`config.mk`:
```
export PLATFORM = sky130hd
export DESIGN_NAME = fhi_iface
export DESIGN_NICKNAME = d
export VERILOG_FILES = /design/src/rtl/fhi_pkg.sv /design/src/rtl/fhi_iface.sv
export SDC_FILE = /design/constraint.sdc
export NUM_CORES = 2
export LEC_CHECK = 0
export BUFFER_PORTS_ARGS = -buffer_cell sky130_fd_sc_hd__clkbuf_2
export CORE_MARGIN = 8
export CORE_UTILIZATION = 50
export DETAILED_ROUTE_END_ITERATION = 6
export PLACE_DENSITY = 0.63
export SETUP_SLACK_MARGIN = 0.15
export SLEW_MARGIN = 20
export SYNTH_ARGS = -nofsm -noshare
export SYNTH_HDL_FRONTEND = slang
export SYNTH_SLANG_ARGS = --single-unit
```
`constraint.sdc`:
```
create_clock -name hclk -period 7.66 [get_ports hclk]
set_input_delay 0.766 -clock hclk [delete_from_list [all_inputs] [get_ports hclk]]
set_output_delay 0.766 -clock hclk [all_outputs]
set_load 0.02 [all_outputs]
```
`src/rtl/fhi_pkg.sv`:
```
/*
  Shared constants, enumerations and carriers of the floppy host
  I/O-instruction interface. Assumes a single 100 MHz clock domain.
*/
package fhi_pkg;

  // Timing
  localparam int unsigned CLK_HZ     = 100_000_000;
  localparam int unsigned PACE12_MS  = 23;
  localparam int unsigned PACE8_MS   = 18;
  localparam real         INIT_S     = 1.8;
  localparam int unsigned PACE12_CYC = PACE12_MS * (CLK_HZ / 1000);
  localparam int unsigned PACE8_CYC  = PACE8_MS * (CLK_HZ / 1000);
  localparam int unsigned INIT_CYC   = int'(INIT_S * CLK_HZ);

  // I/O instruction layout, bit 0 of the word being the rightmost bit
  localparam logic [2:0] IOT_GROUP  = 3'h6;
  localparam logic [2:0] DEV_HIGH   = 3'h7;
  localparam int         AC_IE_BIT  = 0;

  // Command word field positions
  localparam int CMD_FUNC_LSB = 1;
  localparam int CMD_DRV      = 4;
  localparam int CMD_MODE8    = 6;
  localparam int CMD_DEN      = 8;

  // Error and status word bits
  localparam int ESW_FAULT     = 0;
  localparam int ESW_INIT_DONE = 2;

  // Reset values
  localparam logic       MODE8_RST = 1'b0;
  localparam logic [1:0] DEN_RST   = 2'b00;

  // Sector capacity in transfers
  localparam logic [8:0] CAP12_SD = 9'h040;
  localparam logic [8:0] CAP12_DD = 9'h080;
  localparam logic [8:0] CAP8_SD  = 9'h080;
  localparam logic [8:0] CAP8_DD  = 9'h100;
  localparam logic [8:0] ADDR_WORDS = 9'h002;
  localparam int         BUF_DEPTH  = 256;

  // Register offsets on the bus
  localparam logic [7:0] REG_FAULT  = 8'h00;
  localparam logic [7:0] REG_STATUS = 8'h04;
  localparam logic [7:0] REG_ESW    = 8'h08;

  typedef enum logic [2:0] {
    OP_NOP, OP_LOAD, OP_XFER, OP_SKIP_WW, OP_SKIP_FAULT, OP_SKIP_FIN, OP_IRQ_EN, OP_INIT
  } fhi_op_t;

  typedef enum logic [2:0] {
    FN_FILL, FN_EMPTY, FN_WRITE, FN_READ, FN_SET_DEN, FN_READ_STAT, FN_WRITE_DEL, FN_READ_ERR
  } fhi_func_t;

  typedef enum logic [2:0] {
    S_IDLE = 3'b000,
    S_CMD2 = 3'b001,
    S_REQ  = 3'b011,
    S_WAIT = 3'b010,
    S_PACE = 3'b110,
    S_PAD  = 3'b111,
    S_RUN  = 3'b101
  } fhi_state_t;

  typedef struct packed {
    logic        valid;
    logic [11:0] instr;
    logic [11:0] ac;
  } fhi_io_req_t;

  typedef struct packed {
    logic        valid;
    logic        skip;
    logic        ac_write;
    logic [11:0] ac;
  } fhi_io_rsp_t;

endpackage

```
`src/rtl/fhi_iface.sv`:
```
/*
  Host I/O-instruction interface with a behavioural controller engine and
  an AHB-Lite register slave. Assumes io_req comes from logic on hclk and
  that dev_switch and bus_init are asynchronous pins.
*/
// Design decisions made here: the register offsets and the AHB-Lite slave port.
`timescale 1ns/1ns
module fhi_iface #(
  parameter int unsigned PACE12_CYCLES = fhi_pkg::PACE12_CYC,
  parameter int unsigned PACE8_CYCLES  = fhi_pkg::PACE8_CYC,
  parameter int unsigned INIT_CYCLES   = fhi_pkg::INIT_CYC
) (
  input  wire logic                 hclk,
  input  wire logic                 hresetn,
  input  wire logic                 hsel,
  input  wire logic [31:0]          haddr,
  input  wire logic [1:0]           htrans,
  input  wire logic                 hwrite,
  input  wire logic [2:0]           hsize,
  input  wire logic [31:0]          hwdata,
  input  wire logic                 hready,
  output logic      [31:0]          hrdata,
  output logic                      hreadyout,
  output logic                      hresp,
  input  wire logic [2:0]           dev_switch,
  input  wire logic                 bus_init,
  input  wire fhi_pkg::fhi_io_req_t io_req,
  output fhi_pkg::fhi_io_rsp_t      io_rsp,
  output logic                      cpu_irq,
  output logic                      drive_sel
);
  import fhi_pkg::*;

  function automatic logic [8:0] cap_of(input logic mode8, input logic double_recording_bit);
    if (mode8) begin
      cap_of = double_recording_bit ? CAP8_DD : CAP8_SD;
    end else begin
      cap_of = double_recording_bit ? CAP12_DD : CAP12_SD;
    end
  endfunction

  // Pin synchronisers
  logic [2:0] sw_meta;
  logic [2:0] sw_sync;
  logic       init_meta;
  logic       init_sync;
  logic       init_prev;

  always_ff @(posedge hclk or negedge hresetn) begin
    if (!hresetn) begin
      sw_meta   <= 3'h0;
      sw_sync   <= 3'h0;
      init_meta <= 1'b0;
      init_sync <= 1'b0;
      init_prev <= 1'b0;
    end else begin
      sw_meta   <= dev_switch;
      sw_sync   <= sw_meta;
      init_meta <= bus_init;
      init_sync <= init_meta;
      init_prev <= init_sync;
    end
  end

  // State
  fhi_state_t  state;
  fhi_state_t  next_state;
  fhi_func_t   func;
  fhi_func_t   next_func;
  logic [11:0] ireg;
  logic [11:0] next_ireg;
  logic [11:0] esw;
  logic [11:0] next_esw;
  logic [7:0]  err_code;
  logic [7:0]  next_err_code;
  logic [8:0]  idx;
  logic [8:0]  next_idx;
  logic [8:0]  need;
  logic [8:0]  next_need;
  logic [31:0] timer;
  logic [31:0] next_timer;
  logic        dir_out;
  logic        next_dir_out;
  logic        mode8;
  logic        next_mode8;
  logic        drive;
  logic        next_drive;
  logic        cmd_den;
  logic        next_cmd_den;
  logic [1:0]  double_recording_bit;
  logic [1:0]  next_den;
  logic [11:0] trk_sec;
  logic [11:0] next_trk_sec;
  logic [7:0]  cmd_lo;
  logic [7:0]  next_cmd_lo;
  logic        ww_flag;
  logic        fault_flag;
  logic        fin_flag;
  logic        ie;
  logic        next_ie;
  logic        ww_set;
  logic        fin_set;
  logic        fault_set;
  logic        init_clr;
  logic        buf_we;
  logic [7:0]  buf_waddr;
  logic [11:0] buf_wdata;
  logic [11:0] sect_buf [BUF_DEPTH];

  // Instruction decode
  wire logic    dev_hit = io_req.valid && io_req.instr[11:9] == IOT_GROUP
                          && io_req.instr[8:6] == DEV_HIGH && io_req.instr[5:3] == sw_sync;
  wire fhi_op_t op      = fhi_op_t'(io_req.instr[2:0]);
  wire logic    do_load = dev_hit && op == OP_LOAD;
  wire logic    do_xfer = dev_hit && op == OP_XFER;
  wire logic    do_str  = dev_hit && op == OP_SKIP_WW;
  wire logic    do_ser  = dev_hit && op == OP_SKIP_FAULT;
  wire logic    do_sdn  = dev_hit && op == OP_SKIP_FIN;
  wire logic    do_ien  = dev_hit && op == OP_IRQ_EN;
  wire logic    do_init = (dev_hit && op == OP_INIT) || (init_sync && !init_prev);

  // Bus slave decode
  logic        ap_write;
  logic [7:0]  ap_addr;
  wire  logic  ap_take   = hsel && hready && htrans[1];
  wire  logic  fault_wr  = ap_write && ap_addr == REG_FAULT && hwdata[7:0] != 8'h00;
  wire  logic [31:0] status_word = {4'h0, sw_sync, 1'b0, idx[7:0], 1'b0, state, func, double_recording_bit,
                                    dir_out, drive, mode8, ie, fin_flag, fault_flag, ww_flag};
  wire  logic [31:0] rd_mux = (haddr[7:0] == REG_FAULT)  ? {24'h0, err_code} :
                              (haddr[7:0] == REG_STATUS) ? status_word :
                              (haddr[7:0] == REG_ESW)    ? {20'h0, esw} : 32'h0;

  wire logic [31:0] pace_cyc = mode8 ? 32'(PACE8_CYCLES) : 32'(PACE12_CYCLES);
  wire logic [11:0] cmd_word = (state == S_CMD2) ?
                               {2'b00, io_req.ac[0], io_req.ac[1], cmd_lo} : io_req.ac;
  wire fhi_func_t   cmd_fn   = fhi_func_t'(cmd_word[CMD_FUNC_LSB +: 3]);
  wire logic        waiting  = state == S_WAIT;
  wire logic        to_host  = do_xfer && (state == S_IDLE || (waiting && dir_out));
  wire logic [11:0] to_ac    = mode8 ? {io_req.ac[11:8], io_req.ac[7:0] | ireg[7:0]} : ireg;

  always_comb begin
    next_state    = state;
    next_func     = func;
    next_ireg     = ireg;
    next_esw      = esw;
    next_err_code = err_code;
    next_idx      = idx;
    next_need     = need;
    next_timer    = timer;
    next_dir_out  = dir_out;
    next_mode8    = mode8;
    next_drive    = drive;
    next_cmd_den  = cmd_den;
    next_den      = double_recording_bit;
    next_trk_sec  = trk_sec;
    next_cmd_lo   = cmd_lo;
    next_ie       = do_ien ? io_req.ac[AC_IE_BIT] : ie;
    ww_set        = 1'b0;
    fin_set       = 1'b0;
    fault_set     = 1'b0;
    init_clr      = 1'b0;
    buf_we        = 1'b0;
    buf_waddr     = idx[7:0];
    buf_wdata     = 12'h000;
    if (do_init) begin
      init_clr   = 1'b1;
      next_ie    = 1'b0;
      next_esw   = 12'h000;
      next_mode8 = MODE8_RST;
      next_func  = FN_READ;
      next_timer = 32'(INIT_CYCLES);
      next_state = S_RUN;
    end else if (fault_wr) begin
      fault_set     = 1'b1;
      fin_set       = 1'b1;
      next_err_code = hwdata[7:0];
      next_esw[ESW_FAULT] = 1'b1;
      next_ireg     = esw | (12'h001 << ESW_FAULT);
      next_state    = S_IDLE;
    end else begin
      unique case (state)
        S_IDLE, S_CMD2: begin
          if (do_load && state == S_IDLE && io_req.ac[CMD_MODE8]) begin
            next_cmd_lo = io_req.ac[7:0];
            next_ireg   = io_req.ac;
            next_mode8  = 1'b1;
            ww_set      = 1'b1;
            next_state  = S_CMD2;
          end else if ((do_load && state == S_IDLE) || (do_xfer && state == S_CMD2)) begin
            next_ireg    = cmd_word;
            next_func    = cmd_fn;
            next_mode8   = cmd_word[CMD_MODE8];
            next_drive   = cmd_word[CMD_DRV];
            next_cmd_den = cmd_word[CMD_DEN];
            next_idx     = 9'h000;
            unique case (cmd_fn)
              FN_FILL, FN_EMPTY: begin
                next_need    = cap_of(cmd_word[CMD_MODE8], cmd_word[CMD_DEN]);
                next_dir_out = cmd_fn == FN_EMPTY;
                next_state   = S_REQ;
              end
              FN_WRITE, FN_READ, FN_WRITE_DEL: begin
                next_need    = ADDR_WORDS;
                next_dir_out = 1'b0;
                next_state   = S_REQ;
              end
              FN_SET_DEN: begin
                next_den[cmd_word[CMD_DRV]] = cmd_word[CMD_DEN];
                next_ireg  = esw;
                fin_set    = 1'b1;
                next_state = S_IDLE;
              end
              FN_READ_STAT: begin
                next_ireg  = esw;
                fin_set    = 1'b1;
                next_state = S_IDLE;
              end
              FN_READ_ERR: begin
                next_ireg  = {4'h0, err_code};
                fin_set    = 1'b1;
                next_state = S_IDLE;
              end
            endcase
          end
        end
        S_REQ: begin
          if (dir_out) begin
            next_ireg = mode8 ? {4'h0, sect_buf[idx[7:0]][7:0]} : sect_buf[idx[7:0]];
          end
          ww_set     = 1'b1;
          next_state = S_WAIT;
        end
        S_WAIT: begin
          if (do_xfer) begin
            if (!dir_out) begin
              next_ireg = io_req.ac;
              if (func == FN_FILL) begin
                buf_we    = 1'b1;
                buf_wdata = mode8 ? {4'h0, io_req.ac[7:0]} : io_req.ac;
              end else if (idx == 9'h000) begin
                next_trk_sec[11:6] = io_req.ac[5:0];
              end else begin
                next_trk_sec[5:0] = io_req.ac[5:0];
              end
            end
            next_idx = idx + 9'h001;
            if (idx + 9'h001 != need) begin
              next_timer = pace_cyc;
              next_state = S_PACE;
            end else if (func == FN_FILL && !mode8) begin
              next_state = S_PAD;
            end else if (func == FN_FILL || func == FN_EMPTY) begin
              next_ireg  = esw;
              fin_set    = 1'b1;
              next_state = S_IDLE;
            end else begin
              next_timer = pace_cyc;
              next_state = S_RUN;
            end
          end
        end
        S_PACE: begin
          next_timer = timer - 32'h1;
          if (timer <= 32'h1) begin
            next_state = S_REQ;
          end
        end
        S_PAD: begin
          buf_we   = 1'b1;
          next_idx = idx + 9'h001;
          if (idx[7:0] == 8'hff) begin
            next_ireg  = esw;
            fin_set    = 1'b1;
            next_state = S_IDLE;
          end
        end
        S_RUN: begin
          next_timer = timer - 32'h1;
          if (timer <= 32'h1) begin
            if (func == FN_WRITE_DEL) begin
              next_esw[1] = 1'b1;
            end
            if (func == FN_READ && !(|need)) begin
              next_esw[ESW_INIT_DONE] = 1'b1;
            end
            next_ireg  = next_esw;
            fin_set    = 1'b1;
            next_state = S_IDLE;
          end
        end
        default: begin
          next_state = S_IDLE;
        end
      endcase
    end
  end

  always_ff @(posedge hclk or negedge hresetn) begin
    if (!hresetn) begin
      state    <= S_IDLE;
      func     <= FN_FILL;
      ireg     <= 12'h000;
      esw      <= 12'h000;
      err_code <= 8'h00;
      idx      <= 9'h000;
      need     <= 9'h000;
      timer    <= 32'h0;
      dir_out  <= 1'b0;
      mode8    <= MODE8_RST;
      drive    <= 1'b0;
      cmd_den  <= 1'b0;
      double_recording_bit      <= DEN_RST;
      trk_sec  <= 12'h000;
      cmd_lo   <= 8'h00;
      ie       <= 1'b0;
    end else begin
      state    <= next_state;
      func     <= next_func;
      ireg     <= next_ireg;
      esw      <= next_esw;
      err_code <= next_err_code;
      idx      <= next_idx;
      need     <= do_init ? 9'h000 : next_need;
      timer    <= next_timer;
      dir_out  <= next_dir_out;
      mode8    <= next_mode8;
      drive    <= next_drive;
      cmd_den  <= next_cmd_den;
      double_recording_bit      <= next_den;
      trk_sec  <= next_trk_sec;
      cmd_lo   <= next_cmd_lo;
      ie       <= next_ie;
    end
  end

  // Flags: a set in the same cycle as a skip clear wins
  always_ff @(posedge hclk or negedge hresetn) begin
    if (!hresetn) begin
      ww_flag    <= 1'b0;
      fault_flag <= 1'b0;
      fin_flag   <= 1'b0;
    end else if (init_clr) begin
      ww_flag    <= 1'b0;
      fault_flag <= 1'b0;
      fin_flag   <= 1'b0;
    end else begin
      ww_flag    <= ww_set | (ww_flag & ~do_str);
      fault_flag <= fault_set | (fault_flag & ~do_ser);
      fin_flag   <= fin_set | (fin_flag & ~do_sdn);
    end
  end

  always_ff @(posedge hclk) begin
    if (buf_we) begin
      sect_buf[buf_waddr] <= buf_wdata;
    end
  end

  // Answer to the CPU one cycle after the instruction
  always_ff @(posedge hclk or negedge hresetn) begin
    if (!hresetn) begin
      io_rsp <= '0;
    end else begin
      io_rsp.valid    <= dev_hit;
      io_rsp.skip     <= (do_str && ww_flag) || (do_ser && fault_flag) || (do_sdn && fin_flag);
      io_rsp.ac_write <= (do_load && (state == S_IDLE)) || to_host;
      io_rsp.ac       <= to_host ? to_ac : 12'h000;
    end
  end

  // Bus slave
  always_ff @(posedge hclk or negedge hresetn) begin
    if (!hresetn) begin
      ap_write <= 1'b0;
      ap_addr  <= 8'h00;
      hrdata   <= 32'h0;
    end else begin
      ap_write <= ap_take && hwrite;
      ap_addr  <= haddr[7:0];
      hrdata   <= (ap_take && !hwrite) ? rd_mux : 32'h0;
    end
  end

  assign hreadyout = 1'b1;
  assign hresp     = 1'b0;
  assign cpu_irq   = fin_flag && ie;
  assign drive_sel = drive;

endmodule

```
==> metrics.md <==
| Metric | Value |
|---|---|
| Status | `finished, final reports clean` |
| Async S/R FF share, synth | `under 10%` |
| Sw Share | `between 20% and 30%` |
| Root Buffer Master | `clkbuf_16` |
| Critical path class | `reg2reg` |
| Via Count | `62,600` |
| Clock Latency Late Sink | `about 0.96 ns` |
| Synth top area cells | `edfxtp_1 73%, mux4_2 16%, dfrtp_1 3.0%` |
| Rel. slew slack | `approximately 15%` |
| RePlAce Congestion | `0.873` |
| Seq/Total Area, Yosys | `76.3%` |
| Core area | `between 0.2 and 0.3 sq mm` |
| Post-Synthesis Cells | `~5,800` |
| Final slew viol count | `0` |
| Met2 usage | `between 30% and 40%` |
| Area Growth Syn to Fin | `12.7%` |
| H-tree level count | `5` |
| Warnings, synthesis | `0` |
| Syn Area/Cell | `21.7 sq um` |
| Most frequent cells in the layout | `3,072 x edfxtp_1, 900 x mux4_2, 345 x clkbuf_16` |
| Worst vdd ir | `0.000264 V` |
| Cell Pwr Density | `272 mW/mm^2` |
| R2r setup slk | `between 1.5 and 2 ns` |
| Ports | `154` |
| DP Worst Slack | `~1.4 ns` |
| Layout cells sized above 1 | `between 30% and 40%` |
| Setup TNS | `0 ns` |
| CTS resizes | `0` |
| Fmax | `~170 MHz` |
| Routing usage on met1 | `36.0%` |
| Min setup slack post-route | `1.75 ns` |
| Register area | `slightly below 0.1 sq mm` |
| Clk pin slew, worst setup/hold paths | `about 0.07 ns` |
| #FFs+latches synth | `3,222` |
| Post-CTS Setup Inserts | `0` |
| Antenna violations before repair | `9` |
| Final hold vios | `0` |
| Initial DRC count | `about 8,400` |
| Finished Layout Cells | `roughly 9,700` |
| Port bufs | `a little over 90` |
| Tightest Pin Transition | `1.27 ns` |
| Combinational cell fraction of total power | `under 10%` |
| Antenna viol nets, final | `0` |
| Commonest non-fill, non-tap cell in the layout | `edfxtp_1` |
| Fin crit share | `just under 80%` |
| GRT Total Usage | `24.7%` |
| DRT Wirelength | `roughly 330,000 microns` |
| Initial Util | `50.2%` |
| Critical-path cell list | `xor2_1 > nor3_1 > and3_1 > nand2_1 > or4_1 > a21oi_4 > buf_12 > nand3_1 > nor2_1` |
| Synth cell types | `75` |
| CP Data Required Time | `between 8 and 9 ns` |
| WP data arrival | `6.46 ns` |
| P_sw | `~0.009 W` |
| CTS Sinks | `about 3,200` |
| Die width | `517 microns` |
| M3 GR Usage | `5.87%` |
| Fillers | `about 18,000` |
| Most used routing layer | `met2` |
| Critical Path Slowest Stage Cell | `nor2_1` |
| Worst hold start | `hwrite` |
| Crit path largest cell delay | `around 1.2 ns` |
| Clock skew | `0.0776 ns` |
| Flop pwr share | `between 50% and 60%` |
| Leak | `between 50 and 60 nW` |
| Final HPWL DP | `around 190,000 microns` |
| DRT Pass-1 Iters | `7` |
| Cell Rows | `around 180` |
| Int Pwr | `0.0296 W` |
| Ys flop type | `edfxtp_1` |
| Global route overflow | `0` |
| RR Startpoint | `sw_sync[0]` |
| Vias in the first global route | `61,800` |
| Maximum clock path buffer count | `4` |
| Worst-path maximum fanout | `16` |
| Syn Std Cell Area | `0.126 sq mm` |
| Final Power | `0.0386 W` |
| Largest net degree at the start of global routing | `160` |
| Unrepaired setup endpoints after global routing | `false` |
| Startpoint Class | `flip-flop` |
| Critical Path Start | `sw_sync[0]` |
| Via density | `around 6.5` |
| Share of the synthesized area in the top cell type | `73.4%` |
| Max_cap viols | `0` |
| Critical path capture point type | `flip-flop` |
| Hold WC Path Type | `in2reg` |
| CTS tree | `built` |
| Min cycle time layout | `5.91 ns` |
| Clock power share | `approximately 41%` |
| Post-synth EDFFs | `3,072` |
| Placed cell count | `between 9,000 and 10,000` |
| Layout Nets | `6,160` |
| DR WL/cell | `around 35 microns` |
| Global-route wire length before repair | `471,000 microns` |
| Endpoints failing setup | `0` |
| Synth area leader | `edfxtp_1` |
| Area of the multi-input gates | `between 0.02 and 0.03 sq mm` |
| Total CTS buffers | `341` |
| Die height | `around 520 microns` |
| Die area | `0.268 sq mm` |
| Remaining DRCs | `0` |
[flip-flops by register name (all words and copies together), names as in the netlist, 3 cells and up]
register,count
ap_addr,8
cmd_lo,8
err_code,8
esw,3
func,3
hrdata,26
idx,9
io_rsp,15
ireg,12
need,4
sect_buf,3072
state,3
sw_meta,3
sw_sync,3
timer,32
[path summary, 6_finish.rpt]
| check | to | cells past startpoint |
|---|---|---|
| worst min-delay path | ap_write | 3 |
| min in group asynchronous | io_rsp[11] | 2 |
| worst min register to register | sw_sync[2] | 0 |
| worst max register to register | sect_buf[222][11] | 9 |
| worst max-delay path | sect_buf[222][11] | 9 |
| max in group asynchronous | sw_sync[1] | 3 |
[repair_timing]
action / CTS / global route
hold buffers: 12 / 0
hold endpoints to repair: 85 / 0
setup endpoints to repair: 0 / 0
[power by group through the flow]
stage | sequential [W] | clock [W] | combinational [W]
global placement | 0.0197 | 0 | 0.00357
global route | 0.0193 | 0.0166 | 0.00382
floorplan | 0.0195 | 0 | 0.00270
detailed placement | 0.0197 | 0 | 0.00359
CTS | 0.0193 | 0.0159 | 0.00360
finish | 0.0193 | 0.0157 | 0.00358
[per-layer routing]
metal / wire (microns) / up-vias
met4: 12300 / 0
met1: 135000 / 33700
met2: 153000 / 3314
li1: - / 24900
met3: 33700 / 591
met5: 0 / -
[Yosys cell counts, drive strengths merged (12+ instances only)]
library cell and n:
o31ai 18, a22o 23, and2 35, o21ai 64, nand2b 12, o22ai 22
nor3 35, mux2i 72, nor2 368, nand3 50, clkbuf 170, a31oi 14
a221oi 24, a211oi 16, mux4 900, inv 20, mux2 36, nor4 19
edfxtp 3072, nand2 111, a21oi 95, a22oi 85, or3 18, buf 169
dfrtp 150, nor2b 18, or4 18
[per-stage QoR]
step	instance area, sq um	util (%)	hold WS (ns)
floorplan	126000	-	0.331
global placement	130000	52.0	0.333
detailed placement	131000	52.1	0.336
CTS	141000	56.3	0.00562
global route	142000	56.5	0.0324
finish	142000	56.5	0.0577
[area by class of cell]
type / instances / area share [%]
Timing Repair Buffer: 252 / 1.54
Antenna cell: 8 / 0.0141
Inverter: 22 / 0.0583
Clock buffer: 417 / 6.28
Clock inverter: 174 / 1.09
Multi-Input combinational cell: 2210 / 20.3
Tap cell: 3348 / 2.96
Sequential cell: 3222 / 67.7
[logic make-up after synthesis]
logic type / share of synthesized area (%)
DFF: 76.3
muxes: 17.0
and+or+nand+nor: 2.67
AOI/OAI and AO/OA: 2.42
buffers and inverters: 1.40
adders and majority gates: 0.0796
xor gates and xnor gates: 0.0597
other: 0.00597
[critical path: cells and delay by family (launching register included)]
kind	cells	cell delay [ns]
AND/OR/NAND/NOR	6	3.78
AO/OA/AOI/OAI	1	0.85
flip-flops	1	0.40
buffers and inverters	1	0.27
XOR/XNOR	1	0.15
Note: power is estimated with default switching activity, not from simulation.
